## config.mk

```make
export PLATFORM = sky130hd
export DESIGN_NAME = mcpwm_bank
export DESIGN_NICKNAME = d
export VERILOG_FILES = /design/src/hdl/mcpwm_pkg.sv /design/src/hdl/mcpwm_channel.sv /design/src/hdl/mcpwm_bank.sv
export VERILOG_INCLUDE_DIRS = /design/src /design/src/hdl
export SDC_FILE = /design/constraint.sdc
export NUM_CORES = 1
export LEC_CHECK = 0
export ABC_AREA = 1
export BUFFER_PORTS_ARGS = -buffer_cell sky130_fd_sc_hd__buf_4
export CAP_MARGIN = 20
export CORE_MARGIN = 2
export CORE_UTILIZATION = 45
export CTS_BUF_LIST = sky130_fd_sc_hd__clkbuf_4 sky130_fd_sc_hd__clkbuf_8
export CTS_CLUSTER_DIAMETER = 80
export CTS_CLUSTER_SIZE = 14
export DETAILED_ROUTE_END_ITERATION = 8
export GPL_TIMING_DRIVEN = 0
export MAX_ROUTING_LAYER = met4
export PLACE_DENSITY_LB_ADDON = 0.05
export SLEW_MARGIN = 20
export SYNTH_ARGS = -nofsm -noshare
export SYNTH_HDL_FRONTEND = slang
export SYNTH_SLANG_ARGS = --single-unit
```

## constraint.sdc

```tcl
create_clock -name i_clock -period 2.5 [get_ports i_clock]
set_input_delay 0.125 -clock i_clock [delete_from_list [all_inputs] [get_ports i_clock]]
set_output_delay 0.125 -clock i_clock [all_outputs]
set_load 0.02 [all_outputs]
```

## src/hdl/mcpwm_params.svh

```systemverilog
// Constants for the multi-channel pulse-width-modulation bank
`ifndef MCPWM_PARAMS_SVH
`define MCPWM_PARAMS_SVH

// Channel count and divider width
`define MCPWM_NUM_CH    6
`define MCPWM_MAX_CH    6
`define MCPWM_DIV_W     16
`define MCPWM_MIN_DIV_W 2

// Divider reset value and the least phase length in input clock ticks
`define MCPWM_DIV_RST   16'h0001
`define MCPWM_DIV_ZERO  16'h0000

// Input clock source selection
`define MCPWM_SRC_PLL   1'b0
`define MCPWM_SRC_XTAL  1'b1

`endif

```

## src/hdl/mcpwm_pkg.sv

```systemverilog
// Types shared by the pulse-width-modulation bank
package mcpwm_pkg;

	// Channel sequencer, Gray coded along idle, high, low, done
	typedef enum logic [1:0]
	{
		MCPWM_IDLE = 2'h0,
		MCPWM_HIGH = 2'h1,
		MCPWM_LOW  = 2'h3,
		MCPWM_DONE = 2'h2
	} mcpwm_state_t;

endpackage

```

## src/hdl/mcpwm_channel.sv

```systemverilog
// One pulse-width-modulation channel: a single counter times both the high and the low phase
`timescale 1ns/1ps
`default_nettype none
`include "mcpwm_params.svh"

module mcpwm_channel
	import mcpwm_pkg::*;
#(
	parameter int DIV_W = `MCPWM_DIV_W
)
(
	// Clock and reset
	input  wire logic             i_clock,
	input  wire logic             i_resetn,
	// Selected input clock tick and control
	input  wire logic             i_tick,
	input  wire logic             i_enable,
	input  wire logic             i_one_shot,
	// Divider values in force for the next phase
	input  wire logic [DIV_W-1:0] i_high_load,
	input  wire logic [DIV_W-1:0] i_low_load,
	// State towards the bank
	output logic                  o_level,
	output logic                  o_idle,
	output logic                  o_boundary
);

	localparam logic [DIV_W-1:0] ONE  = DIV_W'(`MCPWM_DIV_RST);
	localparam logic [DIV_W-1:0] ZERO = DIV_W'(`MCPWM_DIV_ZERO);

	mcpwm_state_t     state;
	logic [DIV_W-1:0] cnt;
	logic [DIV_W-1:0] high_eff;
	logic [DIV_W-1:0] low_eff;

	// A zero divider would wrap the counter into the longest phase, so it counts as one tick
	always_comb
	begin
		high_eff   = (i_high_load == ZERO) ? ONE : i_high_load;
		low_eff    = (i_low_load == ZERO) ? ONE : i_low_load;
		o_level    = (state == MCPWM_HIGH);
		o_idle     = (state == MCPWM_IDLE) || (state == MCPWM_DONE);
		o_boundary = i_tick && (state == MCPWM_LOW) && (cnt == ONE);
	end

	always_ff @(posedge i_clock or negedge i_resetn)
	begin
		if (!i_resetn)
		begin
			state <= MCPWM_IDLE;
			cnt   <= ONE;
		end
		else if (!i_enable)
		begin
			state <= MCPWM_IDLE;
			cnt   <= ONE;
		end
		else
		begin
			case (state)
				MCPWM_IDLE:
				begin
					state <= MCPWM_HIGH;
					cnt   <= high_eff;
				end
				MCPWM_HIGH:
				begin
					if (i_tick)
					begin
						if (cnt == ONE)
						begin
							state <= MCPWM_LOW;
							cnt   <= low_eff;
						end
						else
							cnt <= cnt - ONE;
					end
				end
				MCPWM_LOW:
				begin
					if (i_tick)
					begin
						if (cnt == ONE)
						begin
							if (i_one_shot)
								state <= MCPWM_DONE;
							else
							begin
								state <= MCPWM_HIGH;
								cnt   <= high_eff;
							end
						end
						else
							cnt <= cnt - ONE;
					end
				end
				MCPWM_DONE:
					state <= MCPWM_DONE;
				default:
					state <= MCPWM_IDLE;
			endcase
		end
	end
endmodule
`default_nettype wire

```

## src/hdl/mcpwm_bank.sv

```systemverilog
// Bank of independent pulse-width-modulation channels with staged updates
`timescale 1ns/1ps
`default_nettype none
`include "mcpwm_params.svh"

// How it works
// - Up to six channels run independently, each with its own controls.
// - Each channel outputs a square wave with programmable duty cycle.
// - Phase timing comes from counting ticks of the selected input clock.
// - Separate 16-bit high and low dividers, each set independently.
// - New settings apply per channel or together on one group commit.
// - A channel pair may invert its odd output for differential drive.
// - Each channel runs continuously or emits one pulse and stops.
// - Input clock per channel is the PLL clock or the crystal clock.

module mcpwm_bank
	import mcpwm_pkg::*;
#(
	parameter int NUM_CH = `MCPWM_NUM_CH,
	parameter int DIV_W  = `MCPWM_DIV_W
)
(
	// Clock and reset
	input  wire logic                    i_clock,
	input  wire logic                    i_resetn,
	// Candidate input clocks, asynchronous to i_clock
	input  wire logic                    i_pll_clk,
	input  wire logic                    i_xtal_clk,
	// Per channel controls
	input  wire logic [NUM_CH-1:0]       i_enable,
	input  wire logic [NUM_CH-1:0]       i_clk_sel,
	input  wire logic [NUM_CH-1:0]       i_one_shot,
	input  wire logic [NUM_CH-1:0]       i_sync_group,
	// Divider writes
	input  wire logic [NUM_CH-1:0]       i_write,
	input  wire logic [NUM_CH*DIV_W-1:0] i_high_div,
	input  wire logic [NUM_CH*DIV_W-1:0] i_low_div,
	input  wire logic                    i_sync_commit,
	// Pair inversion, one bit per channel pair
	input  wire logic [NUM_CH/2-1:0]     i_pair_invert,
	// Outputs and status
	output logic      [NUM_CH-1:0]       o_pwm,
	output logic      [NUM_CH-1:0]       o_busy,
	output logic      [NUM_CH-1:0]       o_pending,
	output logic      [NUM_CH-1:0]       o_staged
);

	localparam logic [DIV_W-1:0] DIV_RST = DIV_W'(`MCPWM_DIV_RST);

	generate
		if (NUM_CH < 1 || NUM_CH > `MCPWM_MAX_CH)
			$error("channel count out of range");
		if (DIV_W < `MCPWM_MIN_DIV_W)
			$error("divider width too small");
	endgenerate

	////////////////////////////////////////////////////////////////////////////
	// Input clock sampling
	// Each source must run below half of i_clock, since its edges are found
	// by sampling; the two-stage synchroniser adds two cycles of latency.

	logic [2:0]        pll_sync;
	logic [2:0]        xtal_sync;
	logic              pll_tick;
	logic              xtal_tick;
	logic [NUM_CH-1:0] tick;

	always_ff @(posedge i_clock or negedge i_resetn)
	begin
		if (!i_resetn)
		begin
			pll_sync  <= 3'h0;
			xtal_sync <= 3'h0;
		end
		else
		begin
			pll_sync  <= {pll_sync[1:0], i_pll_clk};
			xtal_sync <= {xtal_sync[1:0], i_xtal_clk};
		end
	end

	always_comb
	begin
		pll_tick  = pll_sync[1] && !pll_sync[2];
		xtal_tick = xtal_sync[1] && !xtal_sync[2];
		for (int c = 0; c < NUM_CH; c++)
			tick[c] = (i_clk_sel[c] == `MCPWM_SRC_XTAL) ? xtal_tick : pll_tick;
	end

	////////////////////////////////////////////////////////////////////////////
	// Shadow, pending and active divider values

	logic [NUM_CH-1:0][DIV_W-1:0] shadow_high;
	logic [NUM_CH-1:0][DIV_W-1:0] shadow_low;
	logic [NUM_CH-1:0][DIV_W-1:0] active_high;
	logic [NUM_CH-1:0][DIV_W-1:0] active_low;
	logic [NUM_CH-1:0][DIV_W-1:0] next_active_high;
	logic [NUM_CH-1:0][DIV_W-1:0] next_active_low;
	logic [NUM_CH-1:0]            pending;
	logic [NUM_CH-1:0]            staged;
	logic [NUM_CH-1:0]            arm;
	logic [NUM_CH-1:0]            apply;
	logic [NUM_CH-1:0]            level;
	logic [NUM_CH-1:0]            idle;
	logic [NUM_CH-1:0]            boundary;

	always_comb
	begin
		for (int c = 0; c < NUM_CH; c++)
		begin
			// Ungrouped channels arm on their own write, grouped ones on commit
			arm[c]   = (i_write[c] && !i_sync_group[c])
				|| (i_sync_commit && i_sync_group[c] && staged[c]);
			apply[c] = pending[c] && (boundary[c] || idle[c]);
			next_active_high[c] = apply[c] ? shadow_high[c] : active_high[c];
			next_active_low[c]  = apply[c] ? shadow_low[c] : active_low[c];
		end
	end

	// A write replaces the shadow at once; the running period keeps old values
	always_ff @(posedge i_clock or negedge i_resetn)
	begin
		if (!i_resetn)
		begin
			shadow_high <= {NUM_CH{DIV_RST}};
			shadow_low  <= {NUM_CH{DIV_RST}};
		end
		else
		begin
			for (int c = 0; c < NUM_CH; c++)
			begin
				if (i_write[c])
				begin
					shadow_high[c] <= i_high_div[c*DIV_W +: DIV_W];
					shadow_low[c]  <= i_low_div[c*DIV_W +: DIV_W];
				end
			end
		end
	end

	always_ff @(posedge i_clock or negedge i_resetn)
	begin
		if (!i_resetn)
		begin
			active_high <= {NUM_CH{DIV_RST}};
			active_low  <= {NUM_CH{DIV_RST}};
		end
		else
		begin
			active_high <= next_active_high;
			active_low  <= next_active_low;
		end
	end

	// Set wins over clear, so an arm in the apply cycle is never lost
	always_ff @(posedge i_clock or negedge i_resetn)
	begin
		if (!i_resetn)
		begin
			pending <= '0;
			staged  <= '0;
		end
		else
		begin
			pending <= (pending & ~apply) | arm;
			staged  <= (staged & ~(i_sync_group & {NUM_CH{i_sync_commit}}))
				| (i_write & i_sync_group);
		end
	end

	////////////////////////////////////////////////////////////////////////////
	// Channels

	genvar g;
	generate
		for (g = 0; g < NUM_CH; g++)
		begin : g_ch
			mcpwm_channel #(
				.DIV_W (DIV_W)
			) u_ch (
				.i_clock     (i_clock),
				.i_resetn    (i_resetn),
				.i_tick      (tick[g]),
				.i_enable    (i_enable[g]),
				.i_one_shot  (i_one_shot[g]),
				.i_high_load (next_active_high[g]),
				.i_low_load  (next_active_low[g]),
				.o_level     (level[g]),
				.o_idle      (idle[g]),
				.o_boundary  (boundary[g])
			);
		end
	endgenerate

	////////////////////////////////////////////////////////////////////////////
	// Outputs
	// The odd channel of an inverted pair follows its even partner, so both
	// edges of the differential pair leave from the same flip-flop update.

	logic [NUM_CH-1:0] next_pwm;

	always_comb
	begin
		next_pwm = level;
		for (int p = 0; p < NUM_CH / 2; p++)
		begin
			if (i_pair_invert[p])
				next_pwm[2*p+1] = !level[2*p];
		end
	end

	always_ff @(posedge i_clock or negedge i_resetn)
	begin
		if (!i_resetn)
		begin
			o_pwm     <= '0;
			o_busy    <= '0;
			o_pending <= '0;
			o_staged  <= '0;
		end
		else
		begin
			o_pwm     <= next_pwm;
			o_busy    <= ~idle;
			o_pending <= pending;
			o_staged  <= staged;
		end
	end

	generate
		for (g = 0; g < NUM_CH; g++)
		begin : g_chk

		end
		for (g = 0; g < NUM_CH / 2; g++)
		begin : g_pair

		end
	endgenerate
endmodule
`default_nettype wire

```

Word level (Yosys, flattened, before mapping)
Index checks and enable logic that the tools add are counted.
Widths: inputs -> output; s select.
{"block": "totals", "register_bits": 534, "output_inout_bits": 24, "elab_cells": 333}
{"block": "classes", "addsub": 6, "n_eq_ne": 60, "muxes": 117, "n_bitwise": 9, "n_reduce_logical": 97}
{"operator": "$mux 16", "count": 60}
{"operator": "$pmux 16 s3", "count": 6}
{"operator": "$logic_not 16->1", "count": 12}
{"operator": "$eq 16x1->1 const B", "count": 6}
{"operator": "$sub 16x1->16 const B", "count": 6}
{"operator": "$mux 2", "count": 36}
{"operator": "$pmux 2 s4", "count": 6}
{"operator": "$reduce_and 4->1", "count": 12}
{"operator": "$logic_and 1x1->1", "count": 38}
{"operator": "$ne 3x2->1 const B", "count": 12}
{"operator": "$ne 3x3->1 const B", "count": 12}
{"operator": "$and 6x6->6", "count": 4}
{"operator": "$eq 2x2->1 const B", "count": 12}
{"operator": "$ne 4x1->1 const B", "count": 6}
{"operator": "$ne 4x4->1 const B", "count": 6}
{"operator": "$logic_or 1x1->1", "count": 18}
{"operator": "$not 6->6", "count": 3}
{"operator": "$eq 2x1->1 const B", "count": 6}
{"operator": "$logic_not 2->1", "count": 6}
{"operator": "$or 6x6->6", "count": 2}
{"operator": "$logic_not 1->1", "count": 11}
{"operator": "$mux 1", "count": 9}

Longest topological paths before layout
Gate-level depths: netlist of the first run.
{"block": "depth", "depth_word": 15, "ltp_mapped": 20, "depth_no_buf": 18}

Cells and area by module
Synthesis of the first run repeated with hierarchy kept, for this count alone.
{"block": "unflattened", "cells_unflattened": 3545, "area_unflattened_um2": 27441.3}
{"mod": "mcpwm_bank", "n_inst": 1, "cells_each": 1781, "area_each_um2": 16829.9, "seq_area_each_um2": 10690.3}
{"mod": "mcpwm_channel at g_ch[0].u_ch ...", "n_inst": 5, "cells_each": 294, "area_each_um2": 1770.4, "seq_area_each_um2": 451.7}
{"mod": "mcpwm_channel at g_ch[5].u_ch", "n_inst": 1, "cells_each": 294, "area_each_um2": 1759.2, "seq_area_each_um2": 451.7}

Least setup slack after synthesis of the first run
Ideal clock, no wire load.
{"block": "synth_timing", "kind": "reg-to-reg", "start": "register g_ch[1].u_ch.cnt[0]", "end": "register g_ch[1].u_ch.cnt[10]", "setup_ns": 0.131, "arrival_time_ns": 2.062, "t_required_ns": 2.369, "setup_slack_ns": 0.306, "stages_incl_launch_ff": 12, "n_path_buf": 1, "synth_period_minus_slack_ns": 2.194, "path_cell_list": "dfstp_2 -> ha_1 -> nand2_1 -> nor2_1 -> nand4_1 -> nand2_1 -> clkinv_1 -> nor2_1 -> inv_1 -> buf_2 -> o221ai_1 -> o21ai_0"}
{"block": "synth_via", "elab_chain_cells": 12}
{"item": "start, declared", "line": "mcpwm_channel.sv:32", "rtl": "logic [DIV_W-1:0] cnt;"}
{"item": "start signal, assigned", "line": "mcpwm_channel.sv:64", "rtl": "cnt <= high_eff;"}
{"item": "start signal, assigned", "line": "mcpwm_channel.sv:73", "rtl": "cnt <= low_eff;"}
{"item": "start signal, assigned", "line": "mcpwm_channel.sv:76", "rtl": "cnt <= cnt - ONE;"}
{"item": "$eq 16x1->1", "line": "mcpwm_channel.sv:43, mcpwm_channel.sv:70, mcpwm_channel.sv:83"}
{"item": "$logic_and 1x1->1", "line": "mcpwm_channel.sv:43", "rtl": "o_boundary = i_tick && (state == MCPWM_LOW) && (cnt == ONE);"}
{"item": "$logic_or 1x1->1", "line": "mcpwm_bank.sv:114", "rtl": "apply[c] = pending[c] && (boundary[c] || idle[c]);"}
{"item": "$logic_and 1x1->1", "line": "mcpwm_bank.sv:114"}
{"item": "$mux 16", "line": "mcpwm_bank.sv:115", "rtl": "next_active_high[c] = apply[c] ? shadow_high[c] : active_high[c];"}
{"item": "$logic_not 16->1", "line": "mcpwm_channel.sv:39", "rtl": "high_eff = (i_high_load == ZERO) ? ONE : i_high_load;"}
{"item": "$mux 16", "line": "mcpwm_channel.sv:39"}
{"item": "$mux 16", "line": "mcpwm_channel.sv:85", "rtl": "if (i_one_shot)"}
{"item": "$mux 16", "line": "mcpwm_channel.sv:83", "rtl": "if (cnt == ONE)"}
{"item": "$mux 16", "line": "mcpwm_channel.sv:81", "rtl": "if (i_tick)"}
{"item": "$pmux 16 s3", "line": "mcpwm_channel.sv:60", "rtl": "case (state)"}
{"item": "$mux 16", "line": "mcpwm_channel.sv:53", "rtl": "else if (!i_enable)"}
Several ways; a longest one is shown, not always the timed one. The select of a mux whose other input is x is not followed.
A chain may end at the register's enable or synchronous reset.

Worst setup path after layout of the first run
{"block": "layout_timing", "start": "register g_ch[2].u_ch.cnt[0]", "end": "register g_ch[2].u_ch.cnt[0]"}
{"block": "layout_via", "elab_chain_cells": 12}
{"item": "start, declared", "line": "mcpwm_channel.sv:32"}
{"item": "start signal, assigned", "line": "mcpwm_channel.sv:64"}
{"item": "start signal, assigned", "line": "mcpwm_channel.sv:73"}
{"item": "start signal, assigned", "line": "mcpwm_channel.sv:76"}
{"item": "$eq 16x1->1 *", "line": "mcpwm_channel.sv:43"}
{"item": "$logic_and 1x1->1 *", "line": "mcpwm_channel.sv:43"}
{"item": "$logic_or 1x1->1 *", "line": "mcpwm_bank.sv:114"}
{"item": "$logic_and 1x1->1 *", "line": "mcpwm_bank.sv:114"}
{"item": "$mux 16 *", "line": "mcpwm_bank.sv:115"}
{"item": "net g_ch[2].u_ch.i_high_load[12]", "line": "mcpwm_channel.sv:20", "rtl": "input wire logic [DIV_W-1:0] i_high_load,"}
{"item": "$logic_not 16->1 *", "line": "mcpwm_channel.sv:39"}
{"item": "$mux 16 *", "line": "mcpwm_channel.sv:39"}
{"item": "$mux 16", "line": "mcpwm_channel.sv:85"}
{"item": "$mux 16", "line": "mcpwm_channel.sv:83"}
{"item": "$mux 16", "line": "mcpwm_channel.sv:81"}
{"item": "$pmux 16 s3 *", "line": "mcpwm_channel.sv:60"}
{"item": "$mux 16 *", "line": "mcpwm_channel.sv:53"}
Mark *: on every way through the listed nets, which the timed path passes. The rest lies on a longest branch. The select of a mux whose other input is x is not followed.

==> results.sh, run 1 <==
export IMPL_status="completed"
export IMPL_final_common_cell="nand2_1"
export IMPL_multi_input_area_um2=10930
export IMPL_required_ps=3100
export IMPL_rows=85
export IMPL_antenna_left=0
export IMPL_clk_path_buf_depth=3
export IMPL_drt_iter0_markers=1763
export IMPL_period_share_pct=97.71
export IMPL_firstDrtPassIters=6
export IMPL_die_width_um=238.0
export IMPL_routed_wl_mm=80.55
export IMPL_p_total_uw=32940
export IMPL_die_y_um=238.0
export IMPL_grt_max_degree=101
export IMPL_antenna_found_initial=14
export IMPL_grt_pass1_vias=23310
export IMPL_setup_violations=0
export IMPL_wire_per_inst_um=17.80
export IMPL_cts_buffers=44
export IMPL_viasPerCell=5.202
export IMPL_hold_class="input pin to flop"
export IMPL_netlist_instances=3031
export IMPL_layout_common_cells="nand2_1, dfrtp_1, dlygate4sd3_1"
export IMPL_syn_area_um2=24630
export IMPL_initial_core_util_pct=45.68
export IMPL_drive_above_1_share_pct=21.16
export IMPL_hold_viol=0
export IMPL_coreArea_um2=53920
export IMPL_finalMaxSlewViolations=0
export IMPL_ir_worst_vdd_v=0.0005862
export IMPL_syn_num_nets=3273
export IMPL_worst_slack_ps=57.19
export IMPL_drcViolationCount=0
export IMPL_maxCapViolCount=0
export IMPL_num_io_pins=254
export IMPL_cts_sinks=534
export IMPL_seq_area_um2=13400
export IMPL_cts_tree="done"
export IMPL_r2r_start="g_ch[2].u_ch.cnt[0]"
export IMPL_fin_crit_ps=2443
export IMPL_powerDensity_nw_per_um2=959.6
export IMPL_hpwl_mm=55.54
export IMPL_dr_total_vias=23530
export IMPL_ys_types=41
export IMPL_avgSynthCellArea_um2=8.127
export IMPL_preCtsSetupSlack_ps=-546.7
export IMPL_nFillCells=4567
export IMPL_critPathCaptureType="flop"
export IMPL_clk_pin_slew_worst_paths_ps=110
export IMPL_port_buffers=252
export IMPL_nNetsFinal=4028
export IMPL_worst_slew_pin_slew_ps=1069
export IMPL_routabilityCongestion=0.9386
export IMPL_grt_usage_pct=28.73
export IMPL_final_core_util_pct=63.67
export IMPL_clkLatencyLatePin_ps=660
export IMPL_min_from="i_clk_sel[4]"
export IMPL_relSlewSlack_pct=28.75
export IMPL_yosysSeqAreaShare_pct=54.40
export IMPL_leakagePower_uw=0.01668
export IMPL_dieArea_um2=56630
export IMPL_fmax_ghz=0.4094
export IMPL_path_class="flop to flop"
export IMPL_cp_max_fo=8
export IMPL_cp_arrival_ps=3040
export IMPL_ys_ff_latch=534
export IMPL_rsz0062_at_grt="yes"
export IMPL_crit_start="g_ch[2].u_ch.cnt[0]"
export IMPL_yosysWarnings=0
export IMPL_area_growth_pct=39.38
export IMPL_setup_tns_final_ps=0
export IMPL_critPathLaunchType="flop"
export IMPL_ctsHtreeMaxLevel=2
export IMPL_cts_root_buf="clkbuf_8"
export IMPL_grt_pass1_wl_mm=125.0
export IMPL_grt_ovfl_total=0
export IMPL_fin_skew_ps=28.85
[worst paths after layout]
path                       slack, ps               endpoint  cells past startpoint
setup / recovery                  60    g_ch[2].u_ch.cnt[0]                     18
hold / removal                    50  g_ch[4].u_ch.state[0]                      6
setup reg to reg                  60    g_ch[2].u_ch.cnt[0]                     18
hold reg to reg                  350           xtal_sync[1]                      0
max in group asynchronous       1390        shadow_high[48]                      4
min in group asynchronous        110    g_ch[5].u_ch.cnt[0]                      2
[through the flow]
step | instances | hold slack (ps) | instance area (µm²)
after global placement | 3979 | 256.5 | 27400
final | 4524 | 50.15 | 34330
after global routing | 4524 | 57.36 | 34330
after CTS | 4441 | 7.219 | 32620
after detailed placement | 3985 | 77.30 | 27570
after floorplan | 3031 | -170.6 | 24630
[sequential cells by signal (all words and copies together) (netlist names)]
name             cells
xtal_sync            3
o_busy               6
active_high         96
staged               6
pll_sync             3
o_pending            6
o_staged             6
active_low          96
shadow_low          96
pending              6
g_ch.u_ch.state     12
o_pwm                6
g_ch.u_ch.cnt       96
shadow_high         96
[power breakdown]
| part | internal [µW] | total, µW | switching (µW) |
|---|---|---|---|
| clock | 2200 | 5150 | 2960 |
| sequential | 11300 | 12900 | 1560 |
| combinational | 5720 | 14900 | 9190 |
[critical path, cell delays in order (launching register included)]
cell and delay (ps):
dfstp_2 570, ha_4 140, nand2_1 60, nor2_2 120, nand2_2 110, o21bai_4 180, nand2_2 90, buf_6 170
buf_4 130, o21ai_2 230, nor2_1 80, nand2_1 120, nor2_2 60, nand2_1 60, nand2_1 50, nand2_1 50
nand3_1 70, nand2_1 60, inv_1 30
[cell families (layout without fill, tap and decap cells)]
logic type               after synthesis  in the layout  share of synthesized area (%)
AND/OR/NAND/NOR                     1579           1581                          25.64
adder cells (fa/ha/maj)               12             12                         0.6095
XOR/XNOR                              28             28                         0.9956
buffers and inverters                378           1159                          6.080
other                                  0             14                              0
AO/OA/AOI/OAI                        500            500                          12.28
flip-flops                           534            534                          54.40
[layout make-up]
class	instances	share of cell area, %
antenna	14	0.1020
timing repair buffer	710	18.98
multi-input combinational	2121	31.84
clock inverter	2	0.1020
clock buffer	72	2.413
inverter	256	2.846
sequential	534	39.04
tap	696	2.536
buffer	119	2.132
[per-layer routing]
layer | vias to the layer above | global-route usage [%] | wire (µm)
li1 | 11380 | - | -
met1 | 11400 | 36.44 | 34780
met2 | 609 | 48.25 | 39610
met3 | 149 | 4.084 | 3793
met4 | 0 | 8.138 | 2359
met5 | - | - | 0
[synth_stat cells (all sizes together)]
cell type	count	share of area [%]
o31ai	4	0.12
a22o	6	0.21
o311ai	1	0.036
buf	29	0.76
nor4	1	0.025
a41oi	1	0.036
nor3	9	0.18
nand3b	6	0.18
xor2	22	0.78
ha	12	0.61
nand2	1092	17
a31oi	38	0.99
a21o	1	0.030
o2111ai	14	0.50
dfrtp	504	51
inv	248	3.8
nand4	13	0.33
o22ai	6	0.15
o221ai	69	2.5
or4	1	0.030
or2	2	0.051
dfstp	30	3.2
o211ai	13	0.40
a22oi	2	0.061
o21bai	5	0.38
and3	1	0.025
nand3	202	4.2
clkinv	8	0.12
o21ai	277	5.6
a21oi	63	1.3
clkbuf	93	1.4
xnor2	6	0.21
nor2	252	3.9
[repair_timing]
action                                 4_1_cts  5_1_grt
buffers inserted                            30       62
endpoints found under the hold margin      575        0
gates cloned                                 3       10
setup endpoints to repair                   83       84
hold buffers                               349        0
pin swaps                                   41      124
gates resized for setup                    152      352
No activity file was read; power rests on OpenSTA's default activity.
==> inputs of run 2 (changes only) <==
Settings changed: CELL_PAD_IN_SITES_DETAIL_PLACEMENT from default to 1, CELL_PAD_IN_SITES_GLOBAL_PLACEMENT from default to 1.
==> run 2 against run 1 <==
The run now ends with setup timing left. Via count up 12%. Critical path type unchanged. Power up 7.6%. Worst setup slack lost 290 ps.
==> results.sh, run 2 (synthesized netlist as in run 1, its figures left out) <==
export IMPL_final_core_util_pct=64.07
export IMPL_drive_above_1_share_pct=23.65
export IMPL_clkLatencyLatePin_ps=680
export IMPL_critPathCaptureType="flop"
export IMPL_cts_root_buf="clkbuf_8"
export IMPL_required_ps=3090
export IMPL_initial_core_util_pct=45.68
export IMPL_routabilityCongestion=0.9330
export IMPL_drt_iter0_markers=2239
export IMPL_finalMaxSlewViolations=0
export IMPL_powerDensity_nw_per_um2=1026
export IMPL_fin_crit_ps=2732
export IMPL_cts_buffers=44
export IMPL_dieArea_um2=56630
export IMPL_relSlewSlack_pct=50.20
export IMPL_hold_viol=0
export IMPL_grt_max_degree=98
export IMPL_hpwl_mm=60.43
export IMPL_maxCapViolCount=0
export IMPL_area_growth_pct=40.25
export IMPL_critPathLaunchType="flop"
export IMPL_antenna_found_initial=10
export IMPL_r2r_start="g_ch[3].u_ch.cnt[1]"
export IMPL_port_buffers=252
export IMPL_grt_ovfl_total=0
export IMPL_grt_usage_pct=36.21
export IMPL_firstDrtPassIters=5
export IMPL_path_class="flop to flop"
export IMPL_violations="setup timing"
export IMPL_period_share_pct=109.3
export IMPL_coreArea_um2=53920
export IMPL_status="finished, violations left"
export IMPL_leakagePower_uw=0.01671
export IMPL_die_y_um=238.0
export IMPL_wire_per_inst_um=24.32
export IMPL_rsz0062_at_grt="yes"
export IMPL_nNetsFinal=4029
export IMPL_worst_slack_ps=-232.4
export IMPL_grt_pass1_vias=27640
export IMPL_crit_start="g_ch[3].u_ch.cnt[1]"
export IMPL_antenna_left=0
export IMPL_ir_worst_vdd_v=0.0007280
export IMPL_die_width_um=238.0
export IMPL_num_io_pins=254
export IMPL_drcViolationCount=0
export IMPL_grt_pass1_wl_mm=155.4
export IMPL_fmax_ghz=0.3660
export IMPL_dr_total_vias=26360
export IMPL_cp_arrival_ps=3320
export IMPL_worst_slew_pin_slew_ps=744.3
export IMPL_clk_path_buf_depth=3
export IMPL_final_common_cell="nand2_1"
export IMPL_routed_wl_mm=110.1
export IMPL_setup_violations=19
export IMPL_ctsHtreeMaxLevel=2
export IMPL_viasPerCell=5.824
export IMPL_rows=85
export IMPL_fin_skew_ps=51.89
export IMPL_cp_max_fo=5
export IMPL_cts_tree="done"
export IMPL_whs_ps=52.05
export IMPL_hold_class="input pin to asynchronous set/reset pin"
export IMPL_cts_sinks=534
export IMPL_layout_common_cells="nand2_1, dfrtp_1, buf_4"
export IMPL_clk_pin_slew_worst_paths_ps=130
==> run 2: changes by cell type in the layout (fill, tap and decap cells not counted), moves of 8 or more <==
cell / before / now
dlygate4sd3_1: 348 / 337
nand2_2: 89 / 129
nor2_4: 15 / 23
nor2_1: 180 / 152
buf_4: 346 / 363
o21ai_4: 11 / 20
nor2_2: 57 / 77
nand2_1: 968 / 931
==> run 2: cell type report <==
cell class                 instances  area (µm²)
buffer                           117       728.2
antenna                           11       27.53
clock inverter                     1       16.27
timing repair buffer             715        6490
tap                              696       870.8
sequential                       534       13410
multi-input combinational       2119       11190
clock buffer                      76       852.1
inverter                         256       963.4
fill                            6234       19370
==> run 2: where the power goes <==
part,switching (µW),internal [µW],leakage [µW]
registers,1900,11300,0.00657
logic,10800,6010,0.00967
clock network,3270,2150,0.000473
total,16000,19500,0.0167
==> run 2: final timing paths <==
kind / depth (start not counted) / slack, ps / end
max in group asynchronous: 5 / 1050 / shadow_low[32]
min: 3 / 50 / shadow_low[89]
min in group i_clock: 5 / 70 / g_ch[1].u_ch.state[1]
min reg2reg: 0 / 360 / pll_sync[1]
max reg2reg: 19 / -230 / g_ch[3].u_ch.cnt[0]
max: 19 / -230 / g_ch[3].u_ch.cnt[0]
==> run 2: per-stage QoR <==
stage	std cells	power (µW)	TNS, ps	instance area [µm²]	setup slack [ps]
2_1_floorplan	3031	20300	0	24630	306.3
6_report	4525	35450	-1320	34550	-232.4
3_3_place_gp	3979	24090	-2283380	27400	-4419
4_1_cts	4449	31450	-77.15	32780	-77.15
3_5_place_dp	3985	24630	-22420	27570	-647.6
5_1_grt	4523	37150	-3435	34540	-314.1
==> run 2: metal layers <==
layer / GRT usage, % / part of all wire [%] / vias to the layer above
li1: - / - / 11350
met1: 41.78 / 37 / 13220
met2: 62.39 / 50 / 1249
met3: 5.021 / 6.3 / 538
met4: 17.42 / 6.4 / 0
met5: - / 0 / -
==> run 2: repair_timing <==
action	in CTS	in global routing
buffers inserted	45	67
hold endpoints to repair	464	0
gates resized for setup	210	400
pin swaps	61	146
endpoints found under the setup margin	99	90
cloned	6	2
hold buffers	338	0
==> run 2: critical path, stage by stage, from the launching register on <==
cell and delay [ps]:
dfrtp_1 410, inv_1 150, ha_4 170, nand2_2 50
nor2_2 110, nand2_2 110, o21bai_4 260, nand2_4 130
buf_2 210, nand2_1 120, o21ai_2 140, nor2_2 180
nand2_1 90, nor2_1 120, nand2_1 70, nand2_2 100
nand2_2 60, nand3_2 70, nand2_2 60, inv_2 60
